===== config.mk =====
export PLATFORM = sky130hd
export DESIGN_NAME = art_timer
export DESIGN_NICKNAME = d
export VERILOG_FILES = /design/src/design/art_pkg.sv /design/src/design/art_timer.sv /design/src/design/art_clk_src.sv
export VERILOG_INCLUDE_DIRS = /design/src /design/src/design
export SDC_FILE = /design/constraint.sdc
export NUM_CORES = 1
export LEC_CHECK = 0
export BUFFER_PORTS_ARGS = -buffer_cell sky130_fd_sc_hd__buf_2
export CORE_MARGIN = 3
export CORE_UTILIZATION = 50
export DETAILED_ROUTE_END_ITERATION = 12
export PLACE_DENSITY_LB_ADDON = 0.15
export SYNTH_ARGS = -nofsm -noshare
export SYNTH_HDL_FRONTEND = slang
export SYNTH_SLANG_ARGS = --single-unit
export TNS_END_PERCENT = 30

===== constraint.sdc =====
create_clock -name clock -period 2.7 [get_ports clock]
set_input_delay 0.405 -clock clock [delete_from_list [all_inputs] [get_ports clock]]
set_output_delay 0.405 -clock clock [all_outputs]
set_load 0.03 [all_outputs]

===== src/design/art_cfg.svh =====
// constants for the auto-reload timer: sfr offsets, bit positions, resets
// assumes one sfr space shared with the rest of the core
`ifndef ART_CFG_SVH
`define ART_CFG_SVH

`define ART_ADDR_CTRL 8'h91
`define ART_ADDR_RLD_LO 8'h92
`define ART_ADDR_RLD_HI 8'h93
`define ART_ADDR_CNT_LO 8'h94
`define ART_ADDR_CNT_HI 8'h95

`define ART_BIT_TFH 7
`define ART_BIT_TFL 6
`define ART_BIT_LEN 5
`define ART_BIT_CEN 4
`define ART_BIT_SPLIT 3
`define ART_BIT_RUN 2
`define ART_BIT_XCLK 0

`define ART_CTRL_RESET 8'h00
`define ART_BYTE_RESET 8'h00
`define ART_BYTE_MAX 8'hff
`define ART_BYTE_ZERO 8'h00

`define ART_SYS_DIV 12
`define ART_EXT_DIV 8

`endif


===== src/design/art_pkg.sv =====
// types shared by the timer and its clock-source helper
// assumes art_cfg.svh supplies the numeric constants
package art_pkg;

  typedef struct packed {
    logic wr;
    logic rd;
    logic [7:0] addr;
    logic [7:0] wdata;
  } art_sfr_req_t;

  typedef struct packed {
    logic tick_sys_div;
    logic tick_ext_div;
    logic ext_edge;
  } art_ticks_t;

  typedef enum logic [1:0] {
    ART_SRC_DIV12,
    ART_SRC_EXT8,
    ART_SRC_SYS
  } art_src_t;

endpackage : art_pkg


===== src/design/art_timer.sv =====
// auto-reload timer: one 16-bit counter or two 8-bit counters, reached
// through the core's special function register port
// assumes sfr_rd/sfr_wr are one-cycle strobes from the core on clock, and
// timer_irq_enable and the two byte clock selects come from core registers
`timescale 1ns/1ps
`include "art_cfg.svh"

module art_timer import art_pkg::*; (
  input wire logic clock,
  input wire logic reset,
  input wire logic sfr_wr,
  input wire logic sfr_rd,
  input wire logic [7:0] sfr_addr,
  input wire logic [7:0] sfr_wdata,
  input wire logic timer_irq_enable,
  input wire logic high_byte_clock_select,
  input wire logic low_byte_clock_select,
  input wire logic ext_osc,
  output logic [7:0] sfr_rdata_r,
  output logic irq_req_r
);

  art_sfr_req_t req;
  art_ticks_t ticks;

  // control fields
  logic high_overflow_flag_r, high_overflow_flag_nxt;
  logic low_overflow_flag_r, low_overflow_flag_nxt;
  logic low_overflow_irq_enable_r, low_overflow_irq_enable_nxt;
  logic lowfreq_capture_enable_r, lowfreq_capture_enable_nxt;
  logic split_mode_select_r, split_mode_select_nxt;
  logic run_control_r, run_control_nxt;
  logic external_clock_select_r, external_clock_select_nxt;

  logic [7:0] reload_low_byte_r, reload_low_byte_nxt;
  logic [7:0] reload_high_byte_r, reload_high_byte_nxt;
  logic [7:0] low_counter_r, low_counter_nxt;
  logic [7:0] high_counter_r, high_counter_nxt;
  logic [7:0] sfr_rdata_nxt;
  logic irq_req_nxt;

  logic tick_lo, tick_hi, set_h, set_l, capture;
  logic wr_ctrl, wr_rll, wr_rlh, wr_cl, wr_ch;

  assign req.wr = sfr_wr;
  assign req.rd = sfr_rd;
  assign req.addr = sfr_addr;
  assign req.wdata = sfr_wdata;

  art_clk_src #(
    .SYS_DIV(`ART_SYS_DIV),
    .EXT_DIV(`ART_EXT_DIV)
  ) u_clk_src (
    .clock(clock),
    .reset(reset),
    .ext_osc(ext_osc),
    .ticks(ticks)
  );

  function automatic art_src_t src_of(input logic byte_sel,
                                      input logic xclk);
    if (byte_sel) begin
      src_of = ART_SRC_SYS;
    end else if (xclk) begin
      src_of = ART_SRC_EXT8;
    end else begin
      src_of = ART_SRC_DIV12;
    end
  endfunction : src_of

  function automatic logic tick_of(input art_src_t src,
                                   input art_ticks_t tk);
    case (src)
      ART_SRC_SYS: tick_of = 1'b1;
      ART_SRC_EXT8: tick_of = tk.tick_ext_div;
      ART_SRC_DIV12: tick_of = tk.tick_sys_div;
      default: tick_of = 1'b0;
    endcase
  endfunction : tick_of

  // a write strobe aimed at one register
  function automatic logic wr_hit(input art_sfr_req_t rq,
                                  input logic [7:0] addr);
    wr_hit = rq.wr && (rq.addr == addr);
  endfunction : wr_hit

  // a byte at all ones, whose next tick overflows it (wrap to zero or reload)
  function automatic logic at_top(input logic [7:0] value);
    at_top = (value == `ART_BYTE_MAX);
  endfunction : at_top

  // control byte as software sees it; the unused bit reads zero
  function automatic logic [7:0] ctrl_image(input logic hi_flag,
                                            input logic lo_flag,
                                            input logic lo_en,
                                            input logic cap_en,
                                            input logic split,
                                            input logic run,
                                            input logic xclk);
    ctrl_image = `ART_CTRL_RESET;
    ctrl_image[`ART_BIT_TFH] = hi_flag;
    ctrl_image[`ART_BIT_TFL] = lo_flag;
    ctrl_image[`ART_BIT_LEN] = lo_en;
    ctrl_image[`ART_BIT_CEN] = cap_en;
    ctrl_image[`ART_BIT_SPLIT] = split;
    ctrl_image[`ART_BIT_RUN] = run;
    ctrl_image[`ART_BIT_XCLK] = xclk;
  endfunction : ctrl_image

  // write decode and capture event, shared by the counting, reload and control groups below
  always_comb begin
    wr_ctrl = wr_hit(req, `ART_ADDR_CTRL);
    wr_rll = wr_hit(req, `ART_ADDR_RLD_LO);
    wr_rlh = wr_hit(req, `ART_ADDR_RLD_HI);
    wr_cl = wr_hit(req, `ART_ADDR_CNT_LO);
    wr_ch = wr_hit(req, `ART_ADDR_CNT_HI);
    // capture follows every synchronised rising oscillator edge, not the /8 tick
    capture = lowfreq_capture_enable_r && timer_irq_enable &&
              ticks.ext_edge;
  end

  // counting and flag setting
  always_comb begin
    tick_lo = tick_of(src_of(low_byte_clock_select,
                             external_clock_select_r), ticks);
    tick_hi = tick_of(src_of(high_byte_clock_select,
                             external_clock_select_r), ticks);
    set_h = 1'b0;
    set_l = 1'b0;
    low_counter_nxt = low_counter_r;
    high_counter_nxt = high_counter_r;
    if (!split_mode_select_r) begin
      if (tick_lo && run_control_r) begin
        low_counter_nxt = low_counter_r + 8'h01;
        // the low flag marks each carry from the low byte into the high byte
        if (at_top(low_counter_r)) begin
          set_l = 1'b1;
          high_counter_nxt = high_counter_r + 8'h01;
          if (at_top(high_counter_r)) begin
            low_counter_nxt = reload_low_byte_r;
            high_counter_nxt = reload_high_byte_r;
            set_h = 1'b1;
          end
        end
      end
    end else begin
      if (tick_lo) begin
        low_counter_nxt = low_counter_r + 8'h01;
        if (at_top(low_counter_r)) begin
          low_counter_nxt = reload_low_byte_r;
          set_l = 1'b1;
        end
      end
      if (tick_hi && run_control_r) begin
        high_counter_nxt = high_counter_r + 8'h01;
        if (at_top(high_counter_r)) begin
          high_counter_nxt = reload_high_byte_r;
          set_h = 1'b1;
        end
      end
    end
    if (capture) begin
      set_h = 1'b1;
    end
    // a software write lands last so it is never lost to a tick
    if (wr_cl) begin
      low_counter_nxt = req.wdata;
    end
    if (wr_ch) begin
      high_counter_nxt = req.wdata;
    end
  end

  always_ff @(posedge clock) begin
    if (reset) begin
      low_counter_r <= `ART_BYTE_RESET;
      high_counter_r <= `ART_BYTE_RESET;
    end else begin
      low_counter_r <= low_counter_nxt;
      high_counter_r <= high_counter_nxt;
    end
  end

  // reload pair: software writes, or a capture of the running count
  always_comb begin
    reload_low_byte_nxt = reload_low_byte_r;
    reload_high_byte_nxt = reload_high_byte_r;
    if (capture) begin
      reload_low_byte_nxt = low_counter_r;
      reload_high_byte_nxt = high_counter_r;
    end
    // software wins over a capture in the same cycle
    if (wr_rll) begin
      reload_low_byte_nxt = req.wdata;
    end
    if (wr_rlh) begin
      reload_high_byte_nxt = req.wdata;
    end
  end

  always_ff @(posedge clock) begin
    if (reset) begin
      reload_low_byte_r <= `ART_BYTE_RESET;
      reload_high_byte_r <= `ART_BYTE_RESET;
    end else begin
      reload_low_byte_r <= reload_low_byte_nxt;
      reload_high_byte_r <= reload_high_byte_nxt;
    end
  end

  // control register
  always_comb begin
    high_overflow_flag_nxt = high_overflow_flag_r;
    low_overflow_flag_nxt = low_overflow_flag_r;
    low_overflow_irq_enable_nxt = low_overflow_irq_enable_r;
    lowfreq_capture_enable_nxt = lowfreq_capture_enable_r;
    split_mode_select_nxt = split_mode_select_r;
    run_control_nxt = run_control_r;
    external_clock_select_nxt = external_clock_select_r;
    if (wr_ctrl) begin
      high_overflow_flag_nxt = req.wdata[`ART_BIT_TFH];
      low_overflow_flag_nxt = req.wdata[`ART_BIT_TFL];
      low_overflow_irq_enable_nxt = req.wdata[`ART_BIT_LEN];
      lowfreq_capture_enable_nxt = req.wdata[`ART_BIT_CEN];
      split_mode_select_nxt = req.wdata[`ART_BIT_SPLIT];
      run_control_nxt = req.wdata[`ART_BIT_RUN];
      external_clock_select_nxt = req.wdata[`ART_BIT_XCLK];
    end
    // hardware set beats a same-cycle software clear
    high_overflow_flag_nxt = high_overflow_flag_nxt | set_h;
    low_overflow_flag_nxt = low_overflow_flag_nxt | set_l;
  end

  // read port and interrupt request, both registered toward the core
  always_comb begin
    // level request held while timer_irq_enable is high and the high flag, or the low flag with its enable, stays set; service code clears it
    irq_req_nxt = timer_irq_enable && (high_overflow_flag_nxt ||
                  (low_overflow_irq_enable_nxt &&
                   low_overflow_flag_nxt));
    sfr_rdata_nxt = sfr_rdata_r;
    if (req.rd) begin
      case (req.addr)
        `ART_ADDR_CTRL: sfr_rdata_nxt = ctrl_image(high_overflow_flag_r,
            low_overflow_flag_r, low_overflow_irq_enable_r,
            lowfreq_capture_enable_r, split_mode_select_r, run_control_r,
            external_clock_select_r);
        // count bytes are read one at a time; no snapshot of the pair
        `ART_ADDR_RLD_LO: sfr_rdata_nxt = reload_low_byte_r;
        `ART_ADDR_RLD_HI: sfr_rdata_nxt = reload_high_byte_r;
        `ART_ADDR_CNT_LO: sfr_rdata_nxt = low_counter_r;
        `ART_ADDR_CNT_HI: sfr_rdata_nxt = high_counter_r;
        default: sfr_rdata_nxt = `ART_BYTE_ZERO;
      endcase
    end
  end

  always_ff @(posedge clock) begin
    if (reset) begin
      high_overflow_flag_r <= 1'b0;
      low_overflow_flag_r <= 1'b0;
      low_overflow_irq_enable_r <= 1'b0;
      lowfreq_capture_enable_r <= 1'b0;
      split_mode_select_r <= 1'b0;
      run_control_r <= 1'b0;
      external_clock_select_r <= 1'b0;
    end else begin
      high_overflow_flag_r <= high_overflow_flag_nxt;
      low_overflow_flag_r <= low_overflow_flag_nxt;
      low_overflow_irq_enable_r <= low_overflow_irq_enable_nxt;
      lowfreq_capture_enable_r <= lowfreq_capture_enable_nxt;
      split_mode_select_r <= split_mode_select_nxt;
      run_control_r <= run_control_nxt;
      external_clock_select_r <= external_clock_select_nxt;
    end
  end

  // read data holds between reads, so a late sample still sees it
  always_ff @(posedge clock) begin
    if (reset) begin
      sfr_rdata_r <= `ART_BYTE_ZERO;
      irq_req_r <= 1'b0;
    end else begin
      sfr_rdata_r <= sfr_rdata_nxt;
      irq_req_r <= irq_req_nxt;
    end
  end

endmodule : art_timer


===== src/design/art_clk_src.sv =====
// clock-source helper: system clock divided by 12, and the external
// oscillator synchronised and divided by 8, both as one-cycle ticks
// assumes ext_osc is asynchronous to clock and slower than clock / 2
`timescale 1ns/1ps
`include "art_cfg.svh"
module art_clk_src import art_pkg::*; #(
  parameter int SYS_DIV = `ART_SYS_DIV,
  parameter int EXT_DIV = `ART_EXT_DIV
) (
  input wire logic clock,
  input wire logic reset,
  input wire logic ext_osc,
  output art_ticks_t ticks
);

  localparam int SW = $clog2(SYS_DIV);
  localparam int EW = $clog2(EXT_DIV);
  localparam logic [SW-1:0] SYS_LAST = SW'(SYS_DIV - 1);
  localparam logic [EW-1:0] EXT_LAST = EW'(EXT_DIV - 1);

  logic sync1_r, sync2_r, prev_r;
  logic [SW-1:0] sys_cnt_r, sys_cnt_nxt;
  logic [EW-1:0] ext_cnt_r, ext_cnt_nxt;
  logic edge_w;

  // first stage feeds only the second
  always_ff @(posedge clock) begin
    if (reset) begin
      sync1_r <= 1'b0;
      sync2_r <= 1'b0;
      prev_r <= 1'b0;
    end else begin
      sync1_r <= ext_osc;
      sync2_r <= sync1_r;
      prev_r <= sync2_r;
    end
  end

  assign edge_w = sync2_r & ~prev_r;

  always_comb begin
    sys_cnt_nxt = (sys_cnt_r == SYS_LAST) ? '0 : sys_cnt_r + 1'b1;
    ext_cnt_nxt = ext_cnt_r;
    if (edge_w) begin
      ext_cnt_nxt = (ext_cnt_r == EXT_LAST) ? '0 : ext_cnt_r + 1'b1;
    end
    ticks.tick_sys_div = (sys_cnt_r == SYS_LAST);
    ticks.tick_ext_div = edge_w && (ext_cnt_r == EXT_LAST);
    ticks.ext_edge = edge_w;
  end

  always_ff @(posedge clock) begin
    if (reset) begin
      sys_cnt_r <= '0;
      ext_cnt_r <= '0;
    end else begin
      sys_cnt_r <= sys_cnt_nxt;
      ext_cnt_r <= ext_cnt_nxt;
    end
  end

endmodule : art_clk_src


---- Word level (Yosys, flattened, before mapping) ----
Cells that the tools add are included.
storage, ports and cells
  register bits after elaboration ......... 58
  input bits .............................. 24
cells by class
  reduce and logical (&&, ||, !) cells .... 23
  $add $sub $neg .......................... 4
  bitwise logic cells ..................... 4
  muxes and demuxes ....................... 37
  equality and inequality tests ........... 15
operator list
  kind                                           count
  two-way mux 8 bit                              17
  == test 8 bit, second input constant           7
  one-hot mux 8 bit (5 select lines)             1
  adder 8 x 1 -> 8 bit, second input constant    2
  two-way mux 1 bit                              14
  logical AND 1 bit                              12
  nonzero test 3 bit                             3
  != test 3 x 1 -> 1 bit, second input constant  2
  one-hot mux 1 bit (3 select lines)             2
  adder 4 x 1 -> 4 bit, second input constant    1
  == test 2 x 1 -> 1 bit, second input constant  2
  == test 2 bit, second input constant           2
  == test 4 bit, second input constant           1
  zero test 2 bit                                2
  two-way mux 2 bit                              2
  nonzero test 2 bit                             2
  adder 3 x 1 -> 3 bit, second input constant    1
  == test 3 bit, second input constant           1
  two-way mux 3 bit                              1
  AND reduction 3 bit                            1
  OR 1 bit                                       2
  AND reduction 2 bit                            1
  OR reduction 2 bit                             1
  bitwise AND 1 bit                              1
  2 further kinds                                2

---- Depth between registers and ports, before layout ----
Gate-level depths: netlist of the first run.
  depth in word-level cells ............... 11
  depth in mapped cells ................... 8
  mapped depth without buffers ............ 7

---- By module ----
From an unflattened synthesis of the first run, not the netlist that was laid out.
unflattened totals
  cells, all modules ...................... 390
  area total of the unflattened synthesis .. 3417.0 um^2
by module, submodules not included
  module       seq. area each (um^2)  area an instance (um^2)  cells an instance  instances
  art_timer    960.9                  3011.6                   349                1
  art_clk_src  200.2                  405.4                    41                 1

---- Worst setup path after synthesis of the first run ----
Ideal clock, no wire load.
  kind .................................... reg2reg
  start point ............................. reg u_clk_src.ext_cnt_r[0]
  end point ............................... reg high_counter_r[0]
  path buffers ............................ 1
  cell stages (with the launch flop) ...... 9
  clock period less this slack ............ 1.948 ns
  required time ........................... 2.585 ns
  slack ................................... 0.752 ns
  arrival time ............................ 1.834 ns
  path through ............................ dfxtp_1 ha_1 ha_1 and4b_2 o31a_1 and2_4 buf_6 o211a_1 o21a_1
on the way
  word-level cells in the longest chain between the ends .. 6
ends and longest elaborated chain
  element                                                                        line                                RTL
  from (decl)                                                                    art_clk_src.sv:23                   logic [EW-1:0] ext_cnt_r, ext_cnt_nxt;
  from (signal assigned)                                                         art_clk_src.sv:58                   ext_cnt_r <= ext_cnt_nxt;
  == test 3 bit *                                                                art_clk_src.sv:48                   ticks.tick_ext_div = edge_w && (ext_cnt_r == EXT_LAST);
  logical AND 1 bit *                                                            art_clk_src.sv:48
  one-hot mux 1 bit (3 select lines)                                             art_timer.sv:73                     case (src)
  logical AND 1 bit, on equally long branches                                    art_timer.sv:154, art_timer.sv:133
  != test 3 x 1 -> 1 bit (no line) / nonzero test 3 bit (equally long branches)  -
  AND reduction 3 bit (no line) *                                                -
  to (signal assigned)                                                           art_timer.sv:177                    high_counter_r <= `ART_BYTE_RESET;
  to (signal assigned)                                                           art_timer.sv:180                    high_counter_r <= high_counter_nxt;
  to (decl)                                                                      art_timer.sv:38                     logic [7:0] high_counter_r, high_counter_nxt;
Mark *: on every way between the ends. The rest lies on a longest branch, timed or not.
A chain may end at the register's enable or synchronous reset.

---- Final worst setup path of the first run ----
  start point ............................. reg u_clk_src.ext_cnt_r[0]
  end point ............................... reg high_counter_r[6]
The elaborated chain is that of the path after synthesis.

==> results of run 1 <==
[registers in the layout (all words and copies together) (netlist names), 3 cells and up]
name,count
high_counter_r,8
reload_high_byte_r,8
reload_low_byte_r,8
sfr_rdata_r,8
u_clk_src.ext_cnt_r,3
u_clk_src.sys_cnt_r,4
low_counter_r,8
[Yosys cell counts, drive strengths merged (2+ instances only)]
library cell and number:
nor2 69, dfxtp 58, mux2i 33, a211oi 32, a21oi 17, buf 17, nand2 12, o21ai 12
a221oi 9, and3 8, clkbuf 8, nand3 8, nor3 7, nand4 6, ha 5, nand2b 5
nor2b 5, and4b 4, nand3b 4, nand4b 4, nor3b 4, o31ai 4, a21boi 3, a31o 3
a31oi 3, and4 3, a21o 2, a311oi 2, and2 2, and4bb 2, inv 2, mux2 2
o211ai 2, o22ai 2, o32ai 2, or2 2
[power by group]
group	total, uW	internal [uW]	switching [uW]
Combinational	122	45.8	76.2
Sequential	878	869	9.36
Clock	1010	664	349
Total	2010	1580	434
[per-layer routing]
metal,up-vias,GRT usage (%)
met4,0,6.83
met5,-,0
met1,1440,35.5
met2,113,36.0
met3,10,6.24
li1,1473,-
[metrics by stage]
step,std cells,total power (uW),area [sq um]
4_1_cts,482,2030,3710
3_3_place_gp,466,1020,3460
5_1_grt,482,2080,3710
2_1_floorplan,378,964,3300
6_report,482,2010,3710
3_5_place_dp,466,1020,3460
[cell type report]
type,instances,area (sq um),share of cell area (%)
Clock buffer,12,155,4.18
Clock inverter,4,97.6,2.63
Inverter,2,7.51,0.202
Multi-Input combinational cell,293,1990,53.7
Sequential cell,58,1160,31.3
Tap cell,75,93.8,2.53
Timing Repair Buffer,38,205,5.52
[logic make-up after synthesis]
logic type / after synthesis / synth area share [%]
AOI/OAI and AO/OA: 102 / 22.7
xor gates and xnor gates: 1 / 0.266
adders and majority gates: 5 / 1.90
DFF: 58 / 35.2
muxes: 35 / 10.8
and+or+nand+nor: 150 / 24.8
buffers and inverters: 27 / 4.29
[final timing paths]
path	start	endpoint	slack (ns)	depth (start not counted)
worst min-delay path	ext_osc	u_clk_src.sync1_r	0.27	2
worst max-delay path	u_clk_src.ext_cnt_r[0]	high_counter_r[6]	0.58	7
worst max register to register	u_clk_src.ext_cnt_r[0]	high_counter_r[6]	0.58	7
worst min register to register	u_clk_src.sync1_r	u_clk_src.sync2_r	0.44	1
[critical path, cell delays in order (launching register included)]
cell       delay, ns
dfxtp_1         0.36
ha_1            0.16
ha_1            0.16
and4b_2         0.29
o31a_1          0.25
nand2_1         0.23
a2111oi_0       0.44
o31ai_1         0.12
==> reports/metrics.csv, run 1 <==
stage,metric,value,unit
sta,max-slew violations,0,
routing,met2 wire len,3.96,mm
sta,Max-slew headroom,49.1,%
run,Max Cap Viol,0,
layout,"commonest non-fill, non-tap cell in the layout",nor2_1,
place,GP Congestion,0.889,
routing,TritonRoute pass-1 iters,5,
synthesis,synth top area cells,"dfxtp_1, mux2i_1, nor2_1",
sta,Worst-Margin Slew,0.761,ns
pwr,PwrDens,542,nW/um^2
routing,final WL,8.93,mm
place,Detailed Place HPWL,6.47,mm
place,number of buffers added on ports,32,
clock_network,Clock Sinks,58,
pwr,worst vdd ir,0.475,mV
floorplanning,die boundary height,87.2,um
sta,worst setup margin,0.581,ns
pwr,LEAKAGE,0.00156,uW
layout,n_diodes,0,
floorplanning,die span in x,87.2,um
sta,Final period util,78.5,%
synthesis,Yosys top cell area share,35.2,%
clock_network,hold bufs inserted after CTS,0,
grt,vias in the first global route,2697,
status,run status,completed,
worst_setup_path,Crit Path Max Fanout,7,
routing,Wirelength per Cell,18.5,um
grt,first-pass GRT wire length,14.2,mm
layout,layout cell share with drive strength beyond 1,18.2,%
synthesis,Post-Syn Nets,407,
clock_network,cts bufs inserted,9,
layout,fin util,60.2,%
grt,Overflow after GRT,0,
clock_network,clk slew on worst S/H paths,0.06,ns
layout,area delta synth->final,12.7,%
synthesis,count of different cell masters after synthesis,66,
worst_setup_path,worst path required time,2.92,ns
synthesis,main flop type after synthesis,dfxtp_1,
routing,residual DRC count,0,
sta,Peak Freq,0.472,GHz
layout,# fillers,576,
min_path,worst min-delay path class,input pin to flip-flop,
worst_setup_path,Critical Path AT,2.34,ns
routing,DR top layer,met4,
synthesis,Synth warnings,0,
synthesis,synthesized cell area,3300,sq um
grt,Global Route Usage Sum,24.5,%
synthesis,syn_area_per_cell,8.72,sq um
clock_network,post-cts sizing count,0,
sta,min Tclk post-route,2.12,ns
routing,wire length on met1,4.23,mm
synthesis,Post-synth EDFFs,0,
clock_network,clk buf depth,2,
synthesis,Async SR Flop Fraction,0,%
routing,initial DRC count,283,
floorplanning,area of the die,7600,sq um
floorplanning,row count,28,
routing,via/cell ratio,6.30,
clock_network,Post-CTS Setup Bufs,0,
floorplanning,Top-Level Pins,33,
floorplanning,Initial Util,53.5,%
sta,final setup fails,0,
sta,clock skew,0.00674,ns
worst_setup_path,kind of critical path,flip-flop to flip-flop,
synthesis,Post-Synthesis Cells,378,
sta,hold slack,0.273,ns
clock_network,clock root cell,clkbuf_8,
clock_network,TritonCTS clock tree,done,
routing,WL met3,652,um
sta,Final Hold Viols,0,
grt,initial antenna violation count,0,
place,Post-Place Worst Slack,0.592,ns
worst_setup_path,crit end category,flip-flop,
synthesis,"Seq/Total Area, Yosys",35.2,%
routing,ANT nets after route,0,
sta,setup TNS,0,ns
clock_network,clk_lat worst skew,0.34,ns
clock_network,H-Tree Depth,3,
layout,"commonest cells after routing, fill and taps aside","nor2_1, dfxtp_1, mux2i_1, buf_2, a211oi_1",
synthesis,"area leader, netlist",dfxtp_1,
layout,Nets,431,
floorplanning,core area,6170,sq um
worst_setup_path,Startpoint Class,flip-flop,
sta,unrepaired setup endpoints after global routing,no,
grt,pin count of the biggest net entering global routing,23,
synthesis,#FFs+latches synth,58,
routing,vias post-DR,3036,
Power figures use the tool's default switching activity.
==> inputs of run 2 (changes only) <==
==> constraint.sdc (replaced) <==
create_clock -name clock -period 2.1 [get_ports clock]
set_input_delay 0.315 -clock clock [delete_from_list [all_inputs] [get_ports clock]]
set_output_delay 0.315 -clock clock [all_outputs]
set_load 0.03 [all_outputs]
==> run 2 against run 1 <==
Critical path depth is the same. Sequential power grew 29%. Clock skew grew 0.0011 ns. First-iteration DRC count grew 12%. Largest cell class unchanged. Worst hold slack lost 0.088 ns. Cell area grew 1.8%.
==> reports/metrics.csv, run 2 (synthesis gave the netlist of run 1 again) <==
stage,metric,value,unit
status,run status,completed,
sta,final setup fails,0,
clock_network,clk_lat worst skew,0.35,ns
sta,Final period util,94.2,%
layout,# fillers,554,
routing,Wirelength per Cell,18.3,um
routing,wire length on met1,4.22,mm
worst_setup_path,CP max stage delay,0.40,ns
pwr,PwrDens,648,nW/um^2
floorplanning,core area,6170,sq um
grt,vias in the first global route,2863,
worst_setup_path,Startpoint Class,flip-flop,
layout,Nets,443,
routing,WL met3,614,um
min_path,Hold Path End,u_clk_src.sync1_r,
place,Post-Place Worst Slack,0.0561,ns
floorplanning,area of the die,7600,sq um
worst_setup_path,crit end category,flip-flop,
worst_setup_path,"delay-heaviest family, CP",compound AO/OA/AOI/OAI gates,
floorplanning,Top-Level Pins,33,
clock_network,cts bufs inserted,9,
clock_network,clk buf depth,2,
grt,Global Route Usage Sum,25.4,%
worst_setup_path,crit path cell chain,"ha_1, ha_1, and4b_2, o31a_1, nand2_2, a2111oi_2, o31ai_1",
layout,n_diodes,0,
sta,max-slew violations,0,
routing,vias post-DR,3140,
worst_setup_path,Critical Path AT,2.21,ns
layout,Reg area,1160,sq um
clock_network,clock root cell,clkbuf_8,
clock_network,TritonCTS clock tree,done,
grt,pin count of the biggest net entering global routing,29,
worst_setup_path,CP max-delay cell,a2111oi_2,
layout,layout cell share with drive strength beyond 1,21.0,%
floorplanning,die span in x,87.2,um
sta,Worst-Margin Slew,0.533,ns
sta,unrepaired setup endpoints after global routing,yes,
worst_setup_path,Reg2Reg Depth,7,
min_path,worst min-delay path class,input pin to flip-flop,
grt,Overflow after GRT,0,
worst_setup_path,WP depth,7,
min_path,number of cells on the worst hold path,2,
layout,"commonest non-fill, non-tap cell in the layout",nor2_1,
routing,residual DRC count,0,
routing,TritonRoute pass-1 iters,5,
sta,worst setup margin,0.121,ns
worst_setup_path,r2r startpoint,u_clk_src.ext_cnt_r[0],
layout,area of the multi-input gates,2000,sq um
worst_setup_path,FF-to-FF setup slack,0.12,ns
floorplanning,row count,28,
place,GP Congestion,0.865,
layout,area delta synth->final,14.6,%
grt,initial antenna violation count,0,
floorplanning,die boundary height,87.2,um
worst_setup_path,kind of critical path,flip-flop to flip-flop,
sta,Final Hold Viols,0,
routing,final WL,9.03,mm
sta,min Tclk post-route,1.98,ns
worst_setup_path,worst path required time,2.33,ns
layout,"commonest cells after routing, fill and taps aside","nor2_1, dfxtp_1, mux2i_1, buf_2, a211oi_1",
grt,first-pass GRT wire length,14.8,mm
run,Max Cap Viol,0,
clock_network,clk slew on worst S/H paths,0.06,ns
clock_network,Clock Sinks,58,
routing,initial DRC count,316,
min_path,hold wc startpoint,ext_osc,
sta,Max-slew headroom,64.4,%
pwr,LEAKAGE,0.00161,uW
worst_setup_path,CP bufs+invs,0,
routing,ANT nets after route,0,
routing,met2 wire len,4.01,mm
floorplanning,Initial Util,53.5,%
sta,clock skew,0.00780,ns
worst_setup_path,crit-path most repeated cell,ha_1,
clock_network,H-Tree Depth,3,
sta,hold slack,0.184,ns
routing,DR top layer,met4,
sta,setup TNS,0,ns
pwr,worst vdd ir,0.437,mV
place,Detailed Place HPWL,6.50,mm
clock_network,Post-CTS Setup Bufs,0,
worst_setup_path,FF-to-FF End,high_counter_r[6],
worst_setup_path,Crit Path Max Fanout,7,
routing,via/cell ratio,6.36,
sta,Peak Freq,0.505,GHz
place,number of buffers added on ports,32,
-- run 2: cell count changes in the layout (fill, tap and decap cells not counted), sizes merged --
cell    previous run  this run
buf               38        50
clkinv             0         2
bufinv             3         2
clkbuf            12        11
-- run 2: stage by stage --
step	total power, uW	cells	area, sq um	util, %
2_1_floorplan	1240	378	3300	-
3_3_place_gp	1310	478	3550	57.6
3_5_place_dp	1310	478	3550	57.6
4_1_cts	2460	494	3770	61.2
5_1_grt	2530	494	3780	61.3
6_report	2450	494	3780	61.3
-- run 2: worst max path at each step --
stage | startpoint | to | slack, ns
6_report | u_clk_src.ext_cnt_r[0] | high_counter_r[6] | 0.12
5_1_grt | u_clk_src.ext_cnt_r[0] | high_counter_r[6] | -0.05
4_1_cts | u_clk_src.ext_cnt_r[0] | high_counter_r[6] | 0.01
3_5_place_dp | u_clk_src.ext_cnt_r[0] | high_counter_r[6] | 0.06
3_3_place_gp | u_clk_src.ext_cnt_r[0] | high_counter_r[6] | 0.10
2_1_floorplan | u_clk_src.ext_cnt_r[0] | high_counter_r[0] | 0.15
-- run 2: where the power goes --
part	switching (uW)	internal, uW	leakage [uW]
logic	100	60.6	0.00103
clock network	463	696	0.000109
registers	11.7	1120	0.000470
total	575	1870	0.00161
-- run 2: area by class of cell --
type,instances,share of cell area (%)
repair buffers,50,7.81
flip-flops and latches,58,30.7
well taps,75,2.48
inverters,2,0.199
clock buffers,11,3.74
clock inverters,5,2.05
multi-input cells,293,53.0
-- run 2: worst register-to-register path: cells and delay by family, from the launching register on --
kind                       cells  cell delay [ns]
and+or+nand+nor                2             0.44
AOI/OAI and AO/OA              3             0.77
DFF                            1             0.35
adders and majority gates      2             0.30
-- run 2: metal layers --
layer	global-route usage [%]	up-vias
met3	6.24	17
met5	0	-
met2	38.2	133
li1	-	1504
met1	35.0	1486
met4	10.0	0
-- run 2: timing repair --
action                     CTS  global route
pin swaps                    0             1
hold buffers                 0             0
setup endpoints to repair    1             4
resized for setup            1             2
